==> src/rtl/spi_master_cfg.svh <==
// register offsets, field positions, reset values and counts for the spi master
// assumes a byte-wide multiplexed host bus and one system clock
//
// Overview of operation
// - low address byte selects one of five registers
// - done bit clear while shifting, set on fourteenth serial clock edge
// - contention sets error, resets engine, releases spi pins
// - busy bit follows any asserted slave select
// - pending interrupt on tx empty with start set, rx full with start clear, error
// - tx write, rx read, error clear drop pending
// - tx empty status bit also drives a pin
// - rx full status bit also drives a pin
// - status bits one and zero read zero
// - master enable low holds engine in reset
// - interrupt gate masks request, keeps pending causes
// - start with data present begins byte transfers, back to back only for phase one
// - rate code divides clock by 4 to 32
// - phase bit picks first or second data edge
// - idle level bit sets resting serial clock level
// - sample edge bit picks miso capture edge
// - mask bits drive selects, no one-hot check
// - load sets tx empty; shift needs data, start
// - finished byte copied to rx holding, full set
// - contention select input is active low
// - interrupt request low when enabled, gated and pending
`ifndef SPI_MASTER_CFG_SVH
`define SPI_MASTER_CFG_SVH
`define OFF_STATUS        8'h80
`define OFF_CONTROL       8'h84
`define OFF_SS_MASK       8'h88
`define OFF_TX_HOLD       8'h8a
`define OFF_RX_HOLD       8'h8e
`define ST_DONE           7
`define ST_ERR            6
`define ST_BUSY           5
`define ST_PEND_N         4
`define ST_TX_EMPTY       3
`define ST_RX_FULL        2
`define CR_ENABLE         7
`define CR_INT_GATE       6
`define CR_START          5
`define CR_RATE_HI        4
`define CR_RATE_LO        3
`define CR_PHASE          2
`define CR_IDLE_LVL       1
`define CR_SAMPLE_EDGE    0
`define REG_RESET         8'h00
`define PIN_RESET         22'h3f0000
`define SETUP_TICKS       4'd2
`define HOLD_TICKS        4'd4
`define GAP_TICKS         4'd2
`define LAST_EDGE         4'd15
`define DONE_EDGE         4'd13
`endif

==> src/rtl/spi_master_pkg.sv <==
// state types for the spi master register bank
// assumes one-hot encodings are kept by the design
package spi_master_pkg;
	typedef enum logic [3:0] {
		BUS_IDLE   = 4'b0001,
		BUS_DECODE = 4'b0010,
		BUS_XFER   = 4'b0100,
		BUS_END    = 4'b1000
	} bus_state_type;
	typedef enum logic [4:0] {
		ENG_IDLE  = 5'b00001,
		ENG_SETUP = 5'b00010,
		ENG_XFER  = 5'b00100,
		ENG_HOLD  = 5'b01000,
		ENG_GAP   = 5'b10000
	} eng_state_type;
endpackage : spi_master_pkg

==> src/rtl/spi_master_register_bank.sv <==
// spi master with host register bank and receive fifo
// assumes host bus pins and miso arrive asynchronously; pins resolved by the bench
`timescale 1ns/1ps
`default_nettype none
`include "spi_master_cfg.svh"

module byte_fifo #(
	parameter int WIDTH = 8,
	parameter int DEPTH = 8
) (
	input  wire logic             clk_i,
	input  wire logic             rst_i,
	input  wire logic             in_valid_i,
	output logic                  in_ready_o,
	input  wire logic [WIDTH-1:0] in_data_i,
	output logic                  out_valid_o,
	input  wire logic             out_ready_i,
	output logic [WIDTH-1:0]      out_data_o
);
	localparam int AW = $clog2(DEPTH);
	logic [WIDTH-1:0] mem_q [DEPTH];
	logic [AW-1:0]    wr_ptr_q;
	logic [AW-1:0]    rd_ptr_q;
	logic [AW:0]      count_q;
	logic             push;
	logic             pop;

	assign in_ready_o  = (count_q != (AW+1)'(DEPTH));
	assign out_valid_o = (count_q != '0);
	assign push        = in_valid_i && in_ready_o;
	assign pop         = out_valid_o && out_ready_i;
	assign out_data_o  = mem_q[rd_ptr_q];

	always_ff @(posedge clk_i) begin
		if (push) begin
			mem_q[wr_ptr_q] <= in_data_i;
		end
	end

	always_ff @(posedge clk_i) begin
		if (rst_i) begin
			wr_ptr_q <= '0;
			rd_ptr_q <= '0;
			count_q  <= '0;
		end else begin
			if (push) begin
				wr_ptr_q <= (wr_ptr_q == AW'(DEPTH-1)) ? '0 : wr_ptr_q + 1'b1;
			end
			if (pop) begin
				rd_ptr_q <= (rd_ptr_q == AW'(DEPTH-1)) ? '0 : rd_ptr_q + 1'b1;
			end
			count_q <= count_q + (AW+1)'(push) - (AW+1)'(pop);
		end
	end
endmodule : byte_fifo

module spi_master_register_bank #(
	parameter logic [7:0] BASE_HI    = 8'h00,
	parameter int         FIFO_DEPTH = 8
) (
	input  wire logic       clk_i,
	input  wire logic       rst_i,
	input  wire logic [7:0] addr_hi_i,
	input  wire logic [7:0] ad_i,
	output logic [7:0]      ad_o,
	output logic            ad_oe_o,
	input  wire logic       ale_n_i,
	input  wire logic       psen_n_i,
	input  wire logic       rd_n_i,
	input  wire logic       wr_n_i,
	output logic            irq_n_o,
	output logic            tx_holding_empty_o,
	output logic            rx_holding_full_o,
	output logic            sck_o,
	output logic            sck_oe_o,
	output logic            mosi_o,
	output logic            mosi_oe_o,
	input  wire logic       miso_i,
	output logic [7:0]      ss_n_o,
	output logic            ss_oe_o,
	input  wire logic       contention_n_i
);
	// pin filtering: three flops, value taken once stages two and three agree
	logic [21:0] pin_s1_q;
	logic [21:0] pin_s2_q;
	logic [21:0] pin_s3_q;
	logic [21:0] pin_q;
	logic [21:0] agree;

	assign agree = ~(pin_s2_q ^ pin_s3_q);

	always_ff @(posedge clk_i) begin
		if (rst_i) begin
			pin_s1_q <= `PIN_RESET;
			pin_s2_q <= `PIN_RESET;
			pin_s3_q <= `PIN_RESET;
			pin_q    <= `PIN_RESET;
		end else begin
			pin_s1_q <= {contention_n_i, miso_i, ale_n_i, psen_n_i, rd_n_i, wr_n_i, addr_hi_i, ad_i};
			pin_s2_q <= pin_s1_q;
			pin_s3_q <= pin_s2_q;
			pin_q    <= (agree & pin_s3_q) | (~agree & pin_q);
		end
	end

	logic [7:0] ad_f;
	logic [7:0] addr_hi_f;
	logic       wr_n_f;
	logic       rd_n_f;
	logic       psen_n_f;
	logic       ale_n_f;
	logic       miso_f;
	logic       contention;

	assign ad_f       = pin_q[7:0];
	assign addr_hi_f  = pin_q[15:8];
	assign wr_n_f     = pin_q[16];
	assign rd_n_f     = pin_q[17];
	assign psen_n_f   = pin_q[18];
	assign ale_n_f    = pin_q[19];
	assign miso_f     = pin_q[20];
	assign contention = !pin_q[21];

	// host bus cycle
	spi_master_pkg::bus_state_type bus_q;
	logic [7:0] addr_lo_q;
	logic [7:0] addr_hi_q;
	logic [7:0] wdat_q;
	logic       is_wr_q;
	logic       hit;
	logic       commit;
	logic       wr_commit;
	logic       rd_commit;

	assign hit = (addr_hi_q == BASE_HI) && psen_n_f
		&& (addr_lo_q == `OFF_STATUS || addr_lo_q == `OFF_CONTROL || addr_lo_q == `OFF_SS_MASK
		|| addr_lo_q == `OFF_TX_HOLD || addr_lo_q == `OFF_RX_HOLD);
	assign commit    = (bus_q == spi_master_pkg::BUS_XFER) && rd_n_f && wr_n_f;
	assign wr_commit = commit && is_wr_q;
	assign rd_commit = commit && !is_wr_q;

	always_ff @(posedge clk_i) begin
		if (rst_i) begin
			bus_q     <= spi_master_pkg::BUS_IDLE;
			addr_lo_q <= `REG_RESET;
			addr_hi_q <= `REG_RESET;
			wdat_q    <= `REG_RESET;
			is_wr_q   <= 1'b0;
		end else begin
			unique case (bus_q)
				spi_master_pkg::BUS_IDLE: begin
					if (!ale_n_f) begin
						addr_lo_q <= ad_f;
						addr_hi_q <= addr_hi_f;
						bus_q     <= spi_master_pkg::BUS_DECODE;
					end
				end
				spi_master_pkg::BUS_DECODE: begin
					if (ale_n_f) begin
						bus_q <= spi_master_pkg::BUS_IDLE;
					end else if (hit && (!rd_n_f || !wr_n_f)) begin
						is_wr_q <= !wr_n_f;
						bus_q   <= spi_master_pkg::BUS_XFER;
					end
				end
				spi_master_pkg::BUS_XFER: begin
					// data is kept from the last cycle with the strobe low
					if (!wr_n_f) begin
						wdat_q <= ad_f;
					end
					if (rd_n_f && wr_n_f) begin
						bus_q <= spi_master_pkg::BUS_END;
					end
				end
				spi_master_pkg::BUS_END: begin
					if (ale_n_f) begin
						bus_q <= spi_master_pkg::BUS_IDLE;
					end
				end
				default: bus_q <= spi_master_pkg::BUS_IDLE;
			endcase
		end
	end

	// registers
	logic [7:0] ctrl_q;
	logic [7:0] ss_mask_q;
	logic [7:0] tx_hold_q;
	logic [7:0] rx_hold_q;
	logic       tx_empty_q;
	logic       rx_full_q;
	logic       err_q;
	logic       pending_q;
	logic       done_q;
	logic       ss_int_q;
	logic       wr_ctrl;
	logic       wr_tx;
	logic       rd_rx;
	logic       err_clr;
	logic       en;
	logic       start;
	logic [7:0] status;

	assign wr_ctrl = wr_commit && (addr_lo_q == `OFF_CONTROL);
	assign wr_tx   = wr_commit && (addr_lo_q == `OFF_TX_HOLD);
	assign rd_rx   = rd_commit && (addr_lo_q == `OFF_RX_HOLD);
	assign err_clr = wr_commit && (addr_lo_q == `OFF_STATUS) && !wdat_q[`ST_ERR];
	assign en      = ctrl_q[`CR_ENABLE];
	assign start   = ctrl_q[`CR_START];
	assign status  = {done_q, err_q, ss_int_q && !contention && (ss_mask_q != 8'h00), !pending_q,
		tx_empty_q, rx_full_q, 2'b00};

	always_ff @(posedge clk_i) begin
		if (rst_i) begin
			ctrl_q    <= `REG_RESET;
			ss_mask_q <= `REG_RESET;
			tx_hold_q <= `REG_RESET;
		end else if (wr_commit) begin
			if (addr_lo_q == `OFF_CONTROL) begin
				ctrl_q <= wdat_q;
			end
			if (addr_lo_q == `OFF_SS_MASK) begin
				ss_mask_q <= wdat_q;
			end
			if (addr_lo_q == `OFF_TX_HOLD) begin
				tx_hold_q <= wdat_q;
			end
		end
	end

	always_ff @(posedge clk_i) begin
		if (rst_i) begin
			ad_o <= `REG_RESET;
		end else begin
			unique case (addr_lo_q)
				`OFF_STATUS:  ad_o <= status;
				`OFF_CONTROL: ad_o <= ctrl_q;
				`OFF_SS_MASK: ad_o <= ss_mask_q;
				`OFF_TX_HOLD: ad_o <= tx_hold_q;
				`OFF_RX_HOLD: ad_o <= rx_hold_q;
				default:      ad_o <= `REG_RESET;
			endcase
		end
	end

	assign ad_oe_o = (bus_q == spi_master_pkg::BUS_XFER) && !is_wr_q;

	// serial clock divider: one tick per half period
	logic       eng_rst;
	logic [3:0] div_q;
	logic [3:0] half_m1;
	logic       tick;

	assign eng_rst = rst_i || !en || contention;
	always_comb begin
		unique case (ctrl_q[`CR_RATE_HI:`CR_RATE_LO])
			2'b00: half_m1 = 4'd1;
			2'b01: half_m1 = 4'd3;
			2'b10: half_m1 = 4'd7;
			2'b11: half_m1 = 4'd15;
		endcase
	end
	assign tick = (div_q >= half_m1);

	always_ff @(posedge clk_i) begin
		if (eng_rst) begin
			div_q <= 4'h0;
		end else begin
			div_q <= tick ? 4'h0 : div_q + 4'd1;
		end
	end

	// transfer engine
	spi_master_pkg::eng_state_type eng_q;
	logic [3:0] cnt_q;
	logic       sck_lvl_q;
	logic [7:0] tx_shift_q;
	logic [7:0] rx_shift_q;
	logic [7:0] rx_next;
	logic       sample;
	logic       fifo_in_ready;
	logic       fifo_out_valid;
	logic [7:0] fifo_out_data;
	logic       setup_end;
	logic       byte_end;
	logic       go_on;
	logic       byte_load;
	logic       rx_load;
	logic       phase;

	assign phase     = ctrl_q[`CR_PHASE];
	assign setup_end = (eng_q == spi_master_pkg::ENG_SETUP) && tick && (cnt_q == `SETUP_TICKS - 4'd1);
	assign byte_end  = (eng_q == spi_master_pkg::ENG_XFER) && tick && (cnt_q == `LAST_EDGE);
	// select stays low between bytes only for phase one
	assign go_on     = start && phase && !tx_empty_q && fifo_in_ready;
	assign byte_load = setup_end || (byte_end && go_on);
	// outgoing edge lands on the chosen sample level
	assign sample    = (eng_q == spi_master_pkg::ENG_XFER) && tick
		&& ((!sck_lvl_q ^ ctrl_q[`CR_IDLE_LVL]) == ctrl_q[`CR_SAMPLE_EDGE]);
	assign rx_next   = sample ? {rx_shift_q[6:0], miso_f} : rx_shift_q;

	always_ff @(posedge clk_i) begin
		if (eng_rst) begin
			eng_q      <= spi_master_pkg::ENG_IDLE;
			cnt_q      <= 4'h0;
			sck_lvl_q  <= 1'b0;
			ss_int_q   <= 1'b0;
			tx_shift_q <= `REG_RESET;
			rx_shift_q <= `REG_RESET;
		end else begin
			rx_shift_q <= rx_next;
			unique case (eng_q)
				spi_master_pkg::ENG_IDLE: begin
					// a full fifo stalls the next byte
					if (start && !tx_empty_q && fifo_in_ready) begin
						ss_int_q <= 1'b1;
						cnt_q    <= 4'h0;
						eng_q    <= spi_master_pkg::ENG_SETUP;
					end
				end
				spi_master_pkg::ENG_SETUP: begin
					if (tick) begin
						cnt_q <= setup_end ? 4'h0 : cnt_q + 4'd1;
						if (setup_end) begin
							tx_shift_q <= tx_hold_q;
							eng_q      <= spi_master_pkg::ENG_XFER;
						end
					end
				end
				spi_master_pkg::ENG_XFER: begin
					if (tick) begin
						sck_lvl_q <= !sck_lvl_q;
						cnt_q     <= cnt_q + 4'd1;
						if (byte_end) begin
							cnt_q <= 4'h0;
							if (go_on) begin
								tx_shift_q <= tx_hold_q;
							end else begin
								eng_q <= spi_master_pkg::ENG_HOLD;
							end
						end else if (phase ? (!cnt_q[0] && cnt_q != 4'h0) : cnt_q[0]) begin
							tx_shift_q <= {tx_shift_q[6:0], 1'b0};
						end
					end
				end
				spi_master_pkg::ENG_HOLD: begin
					if (tick) begin
						cnt_q <= cnt_q + 4'd1;
						if (cnt_q == `HOLD_TICKS - 4'd1) begin
							cnt_q    <= 4'h0;
							ss_int_q <= 1'b0;
							eng_q    <= spi_master_pkg::ENG_GAP;
						end
					end
				end
				spi_master_pkg::ENG_GAP: begin
					if (tick) begin
						cnt_q <= cnt_q + 4'd1;
						if (cnt_q == `GAP_TICKS - 4'd1) begin
							eng_q <= spi_master_pkg::ENG_IDLE;
						end
					end
				end
				default: eng_q <= spi_master_pkg::ENG_IDLE;
			endcase
		end
	end

	always_ff @(posedge clk_i) begin
		if (eng_rst) begin
			done_q <= 1'b0;
		end else if (byte_load) begin
			done_q <= 1'b0;
		end else if ((eng_q == spi_master_pkg::ENG_XFER) && tick && (cnt_q == `DONE_EDGE)) begin
			done_q <= 1'b1;
		end
	end

	byte_fifo #(
		.WIDTH (8),
		.DEPTH (FIFO_DEPTH)
	) u_rx_fifo (
		.clk_i       (clk_i),
		.rst_i       (eng_rst),
		.in_valid_i  (byte_end),
		.in_ready_o  (fifo_in_ready),
		.in_data_i   (rx_next),
		.out_valid_o (fifo_out_valid),
		.out_ready_i (!rx_full_q),
		.out_data_o  (fifo_out_data)
	);

	assign rx_load = fifo_out_valid && !rx_full_q;

	always_ff @(posedge clk_i) begin
		if (rst_i) begin
			rx_hold_q <= `REG_RESET;
			rx_full_q <= 1'b0;
		end else if (rx_load) begin
			rx_hold_q <= fifo_out_data;
			rx_full_q <= 1'b1;
		end else begin
			if (wr_commit && addr_lo_q == `OFF_RX_HOLD) begin
				rx_hold_q <= wdat_q;
			end
			if (rd_rx) begin
				rx_full_q <= 1'b0;
			end
		end
	end

	// a host write beats a same-cycle load: the new byte is still waiting
	always_ff @(posedge clk_i) begin
		if (rst_i) begin
			tx_empty_q <= 1'b0;
		end else if (wr_tx) begin
			tx_empty_q <= 1'b0;
		end else if (byte_load) begin
			tx_empty_q <= 1'b1;
		end
	end

	logic int_set;
	assign int_set = (byte_load && start) || (rx_load && !start) || contention;

	always_ff @(posedge clk_i) begin
		if (rst_i) begin
			err_q     <= 1'b0;
			pending_q <= 1'b0;
		end else begin
			if (contention) begin
				err_q <= 1'b1;
			end else if (err_clr) begin
				err_q <= 1'b0;
			end
			if (int_set) begin
				pending_q <= 1'b1;
			end else if (wr_tx || rd_rx || err_clr) begin
				pending_q <= 1'b0;
			end
		end
	end

	assign irq_n_o            = !(en && ctrl_q[`CR_INT_GATE] && pending_q);
	assign tx_holding_empty_o = tx_empty_q;
	assign rx_holding_full_o  = rx_full_q;
	assign sck_o              = sck_lvl_q ^ ctrl_q[`CR_IDLE_LVL];
	assign mosi_o             = tx_shift_q[7];
	// selects drop together with the output enables, not one cycle after them
	assign ss_n_o             = ~(ss_mask_q & {8{ss_int_q && !contention}});
	assign sck_oe_o           = !contention;
	assign mosi_oe_o          = !contention;
	assign ss_oe_o            = !contention;
endmodule : spi_master_register_bank
`default_nettype wire

==> config.mk <==
export PLATFORM = sky130hd
export DESIGN_NAME = spi_master_register_bank
export DESIGN_NICKNAME = d
export VERILOG_FILES = /design/src/rtl/spi_master_pkg.sv /design/src/rtl/spi_master_register_bank.sv
export VERILOG_INCLUDE_DIRS = /design/src /design/src/rtl
export SDC_FILE = /design/constraint.sdc
export NUM_CORES = 1
export LEC_CHECK = 0
export ABC_AREA = 1
export ABC_CLOCK_PERIOD_IN_PS = 3450
export BUFFER_PORTS_ARGS = -buffer_cell sky130_fd_sc_hd__buf_2
export CORE_MARGIN = 2
export CORE_UTILIZATION = 61
export DETAILED_ROUTE_END_ITERATION = 10
export GPL_ROUTABILITY_DRIVEN = 0
export GPL_TIMING_DRIVEN = 0
export PLACE_DENSITY = 0.79
export SYNTH_ARGS = -nofsm -noshare
export SYNTH_HDL_FRONTEND = slang
export SYNTH_SLANG_ARGS = --single-unit
==> constraint.sdc <==
create_clock -name clk_i -period 3.45 [get_ports clk_i]
set_clock_uncertainty 0.1 [all_clocks]
set_input_delay 0.5175 -clock clk_i [delete_from_list [all_inputs] [get_ports clk_i]]
set_output_delay 0.5175 -clock clk_i [all_outputs]
set_load 0.01 [all_outputs]
[After elaboration in Yosys (flattened, before gate mapping)]
Memories as Yosys holds them, arrays and structs flattened. A register that Yosys moved wholly into a read port is not among the register bits.
Cells that the tools add are included.
Word-level totals
  register bits after elaboration: 203
  bits in writable memories: 64
  input bits: 24
  memories kept: 1
Cells by class
  reductions and logical operators: 86
  muxes and demuxes: 55
  order comparisons: 1
  eq/ne operators: 42
  $add $sub $neg: 6
  bitwise gates (word level): 12
Memories
  u_rx_fifo.mem_q: words 8, bits a word 8, read ports 1, clocked after Yosys merged registers in 1, write ports 1, RTL line spi_master_register_bank.sv:21  | logic [WIDTH-1:0] mem_q [DEPTH];
Operators by type and width (count)
  $mux 8: 9
  $mux 4: 13
  $mux 5: 10
  $and 22x22->22: 2
  $not 22->22: 2
  $eq 8x8->1 const B: 5
  $pmux 8 s5: 1
  $logic_and 1x1->1: 35
  $pmux 4 s4: 2
  $pmux 5 s5: 1
  $ne 2x2->1 const B: 12
  $or 22x22->22: 1
  $xor 22x22->22: 1
  $pmux 4 s5: 1
  $pmux 8 s2: 1
  $logic_not 1->1: 13
  $eq 4x4->1 const B: 3
  $logic_or 1x1->1: 12
  $mux 1: 12
  $mux 3: 4
  $reduce_and 2->1: 6
  $reduce_and 6->1: 2
  $reduce_and 10->1: 1
  $reduce_bool 2->1: 5
  other kinds (34): 48

[Longest topological paths before layout]
  depth in word-level cells: 11
  depth in mapped cells: 16
  mapped depth without buffers: 16

[Cells and area by module]
A second synthesis with hierarchy kept.
Unflattened totals
  cell total of the unflattened synthesis: 1357
  area total of the unflattened synthesis: 11239.5 µm²
Modules (own cells, without submodules)
  spi_master_register_bank: sequential area each 3863.7 µm², times used 1, area an instance 7659.8 µm², cells an instance 985
  byte_fifo: sequential area each 2182.1 µm², times used 1, area an instance 3579.7 µm², cells an instance 372

[Worst setup path after synthesis]
Ideal clock, no wire load.
  path type: register to register
  start: reg ctrl_q[4]
  end: mem u_rx_fifo.mem_q[0][0] (enable)
  clock period less this slack: 2.593 ns
  cell stages (with the launch flop): 12
  setup time: 0.383 ns
  data arrival time: 2.109 ns
  slack: 0.857 ns
  cell sequence: dfxtp_1 nand2_1 ha_1 nand2_1 inv_1 nand2_1 nand2_2 inv_2 nor2_4 nand3_2 or2_1 nor3_1
On the way
  cells in the longest elaborated chain, start to end: 8
  elaborated cells on any way between the ends: 11
RTL lines
  from (decl): RTL line spi_master_register_bank.sv:186  | logic [7:0] ctrl_q;
  from (signal assigned): RTL line spi_master_register_bank.sv:215  | ctrl_q <= `REG_RESET;
  from (signal assigned): RTL line spi_master_register_bank.sv:220  | ctrl_q <= wdat_q;
  $eq 2x2->1 (tied with other cells): RTL line spi_master_register_bank.sv:256  | unique case (ctrl_q[`CR_RATE_HI:`CR_RATE_LO])
  $pmux 4 s4 *: RTL line spi_master_register_bank.sv:256
  $ge 4x4->1 *: RTL line spi_master_register_bank.sv:263  | assign tick = (div_q >= half_m1);
  $logic_and 1x1->1 * (2 in series): RTL line spi_master_register_bank.sv:293  | assign byte_end = (eng_q == spi_master_pkg::ENG_XFER) && tick && (cnt_q == `LAST_EDGE);
  $logic_and 1x1->1 *: RTL line spi_master_register_bank.sv:30  | assign push = in_valid_i && in_ready_o;
  $mux 1 *: RTL line spi_master_register_bank.sv:35  | if (push) begin
  $mux 1 (not written as such) *: RTL line spi_master_register_bank.sv:36  | mem_q[wr_ptr_q] <= in_data_i;
  to (decl): RTL line spi_master_register_bank.sv:21
Every way passes the cells marked *; elsewhere a longest branch is shown, timed or not. The select of a mux whose other input is x is not followed.

[Final worst setup path]
  start: reg ctrl_q[3]
  end: mem u_rx_fifo.mem_q[4][2] (enable)
Same word-level chain as after synthesis.

==> out/results.tsv <==
stage	metric	value	unit
pwr	power.static_leakage	4.66	nW
placement	port_buffers	47	
status	status	finished, final reports clean	
logic_synthesis	ys_ff_latch	270	
routing	drt-total-wl	23.7	mm
pwr	sequentialPowerShare	52.1	%
cells_and_area	diodes	0	
logic_synthesis	synth_top_area_cell	dfxtp_1	
routing	detail_route.drc_violations	0	
timing	max-slew-margin-rel	13.4	%
pwr	power.clock.fraction	46.4	%
pwr	cellInternalPower	5.04	mW
cells_and_area	final_area	12100	sq um
cts	cts_tree	built	
hold_path	timing.hold.worst.class	in -> reg	
cells_and_area	finalNonFillerCells	1577	
routing	drtIter0Drc	768	
critical_path	cp_data_arrival_time	3.31	ns
pwr	power_frac_comb	1.5	%
critical_path	worst-path-max-fanout	8	
logic_synthesis	syn-num-nets	1299	
cts	cts-root-to-sink-buffers	3	
grt	grt_usage	26.2	%
logic_synthesis	number_of_flops_mapped_to_enable_cells_by_yosys	64	
pwr	power	6.27	mW
logic_synthesis	synth_cells	1257	
cells_and_area	fin_util	70.4	%
timing	achievable-frequency	0.304	GHz
logic_synthesis	synth_commonest_cells	dfxtp_1, nor2_1, inv_1	
logic_synthesis	post_synthesis_cell_type_count	41	
pwr	power_density	517	nW/um^2
logic_synthesis	yosys_most_used_dff	dfxtp_1	
logic_synthesis	synth_area_leaders	dfxtp_1, edfxtp_1, nor2_1	
floorplan	start_util	62.1	%
cells_and_area	area_of_the_multi_input_gates	3840	sq um
grt	global_route_congestion_overflow_total	0	
cts	cts.sinks	270	
timing	slew_viol_final	0	
pwr	power.ir.vdd_worst	0.520	mV
critical_path	path_cells	nand2_1, ha_1, nand2_1, inv_1, nand2_1, nand2_2, inv_2, nor2_4, nand3_2, or2_1, nor3_1	
timing	fin_crit_sh	95.2	%
floorplan	chipWidth	136	um
timing	grt_setup_unrepaired	yes	
floorplan	design.portCount	49	
critical_path	timing.critical_path.to_type	flop	
routing	drt-vias-per-instance	5.43	
cells_and_area	final_nets	1375	
grt	via_count_of_the_first_global_routing_pass	8046	
logic_synthesis	synthesis.area	10700	sq um
flow_run	cap_violations	0	
grt	wire_length_of_the_first_global_routing_pass	38.3	mm
routing	number_of_iterations_in_the_first_detailed_routing_pass	5	
cts	clk_pin_slew_worst_paths	0.06	ns
timing	worst_pin_slew	1.29	ns
pwr	net-switching-power	1.23	mW
grt	antenna_found_initial	0	
timing	finalHoldViolCount	0	
cells_and_area	flow.area_growth_from_synthesis	13.5	%
logic_synthesis	syn_area_per_cell	8.51	sq um
placement	dp_hpwl	16.6	mm
logic_synthesis	asyncSetResetFlopFracSynth	0	%
logic_synthesis	yosys_warnings	0	
grt	grt_start_max_net_pins	15	
critical_path	data_required_time_of_the_worst_path	3.48	ns
floorplan	rows	48	
floorplan	die_h	136	um
timing	final_period_minus_worst_setup_slack	3.29	ns
logic_synthesis	synth_top_cell_area_share	38.6	%
timing	setup-violations-final	0	
critical_path	worstSetupPathType	reg -> reg	
critical_path	setup.worst_path.start_class	flop	
critical_path	critPathMaxStageDelay	0.99	ns
routing	avgRoutedWirePerCell	15.0	um
logic_synthesis	yosysSeqAreaShare	56.5	%
routing	route.vias.total	8564	
critical_path	crit_top_cell	nand2_1	
cts	cts_made_buffers	27	
floorplan	floorplan.die_area	18600	sq um
cells_and_area	final.fill_count	1306	
routing	detail-route-antenna-nets	0	
critical_path	crit_slowest_cell	nor3_1	
pwr	switching_share	19.6	%
cts	clockRootBuffer	clkbuf_16	
cts	clkLatencyLatePin	0.53	ns
cts	htreeDepth	1	
placement	place_area	11200	sq um
logic_synthesis	yosysMostFrequentCell	dfxtp_1	
floorplan	coreArea	17200	sq um
cells_and_area	sequential_cell_area	6050	sq um
cells_and_area	layout-drive-gt1-share	11.2	%
placement	place.detailed.instances	1529	
-- state kept, by name, summed over array words and instances, names as in the netlist, 22 cells and up, named ones only --
signal	flops
pin_s1_q	22
pin_s2_q	22
pin_s3_q	22
u_rx_fifo.mem_q	64
-- final timing paths --
path	start	to	slack, ns	cells past startpoint
hold / removal	rd_n_i	pin_s1_q[17]$_SDFF_PP1_	0.07	2
setup / recovery	ctrl_q[3]$_SDFFE_PP0P_	u_rx_fifo.mem_q[4][2]$_DFFE_PP_	0.16	11
setup reg to reg	ctrl_q[3]$_SDFFE_PP0P_	u_rx_fifo.mem_q[4][2]$_DFFE_PP_	0.16	11
hold reg to reg	pin_s1_q[12]$_SDFF_PP0_	pin_s2_q[12]$_SDFF_PP0_	0.30	2
-- cells by family (layout without fill, tap and decap cells) --
family | count (synthesis) | in the layout | share of synthesized area (%)
and+or+nand+nor | 474 | 474 | 19.4
AOI/OAI and AO/OA | 271 | 271 | 13.5
DFF | 270 | 270 | 56.5
buffers and inverters | 217 | 312 | 7.84
adders and majority gates | 18 | 18 | 2.18
xor gates and xnor gates | 7 | 7 | 0.573
-- critical path, delay by kind of cell (launching register included) --
kind | cells | cell delay (ns)
flip-flops | 1 | 0.36
AND/OR/NAND/NOR | 8 | 1.97
adder cells (fa/ha/maj) | 1 | 0.30
buffers and inverters | 2 | 0.15
-- power by group through the flow --
stage	clock [mW]	combinational (mW)	sequential (mW)
after global placement	0	0.0884	3.33
after floorplan	0	0.0591	3.33
after detailed placement	0	0.0923	3.33
final	2.91	0.0928	3.27
after global routing	3.08	0.105	3.27
after CTS	2.94	0.0937	3.27
-- cell usage in the layout (no fill, tap or decap), types with 3 or more instances in the layout --
master / instances
ha_1: 17
clkbuf_16: 28
clkinv_2: 5
a21oi_1: 102
nand3_2: 3
buf_2: 51
a31oi_1: 6
inv_1: 164
clkbuf_8: 6
nand2_1: 157
nor2_1: 198
nand3_1: 52
o21ai_0: 128
nor2_2: 7
o22ai_1: 4
or2_2: 18
nor3_1: 8
clkbuf_1: 40
nor3_2: 5
xor2_1: 6
nand4_1: 9
a211oi_1: 3
inv_2: 7
o21ai_1: 10
clkinv_1: 3
edfxtp_1: 64
buf_4: 3
o221ai_1: 14
nand2_2: 3
dfxtp_1: 206
-- repair_timing --
action | 4_1_cts | 5_1_grt
setup buffers | 0 | 0
hold buffers | 0 | 0
setup endpoints to repair | 0 | 46
resized for setup | 0 | 3
hold endpoints to repair | 0 | 0
-- routing by layer --
| layer | track usage [%] | routed length (um) | vias to the layer above |
|---|---|---|---|
| li1 | - | - | 4260 |
| met1 | 32.9 | 9940 | 3907 |
| met2 | 44.8 | 11400 | 315 |
| met3 | 4.06 | 1390 | 82 |
| met4 | 11.3 | 1000 | 0 |
| met5 | 0 | 0 | - |
-- area by class of cell --
class | instances | area share (%)
buffer | 43 | 1.53
clock buffer | 39 | 6.61
clock inverter | 9 | 0.814
inverter | 174 | 5.38
multi-input combinational | 770 | 31.6
sequential | 270 | 49.8
tap | 225 | 2.32
timing repair buffer | 47 | 1.94
-- through the flow --
| step | hold slack (ns) | setup slack [ns] | setup TNS, ns |
|---|---|---|---|
| 6_report | 0.0702 | 0.165 | 0 |
| 5_1_grt | 0.0590 | -0.0451 | -0.769 |
| 4_1_cts | 0.0626 | 0.105 | 0 |
| 3_5_place_dp | 0.292 | 0.109 | 0 |
| 3_3_place_gp | 0.289 | 0.174 | 0 |
| 2_1_floorplan | 0.288 | 0.857 | 0 |
Power figures use the tool's default switching activity.
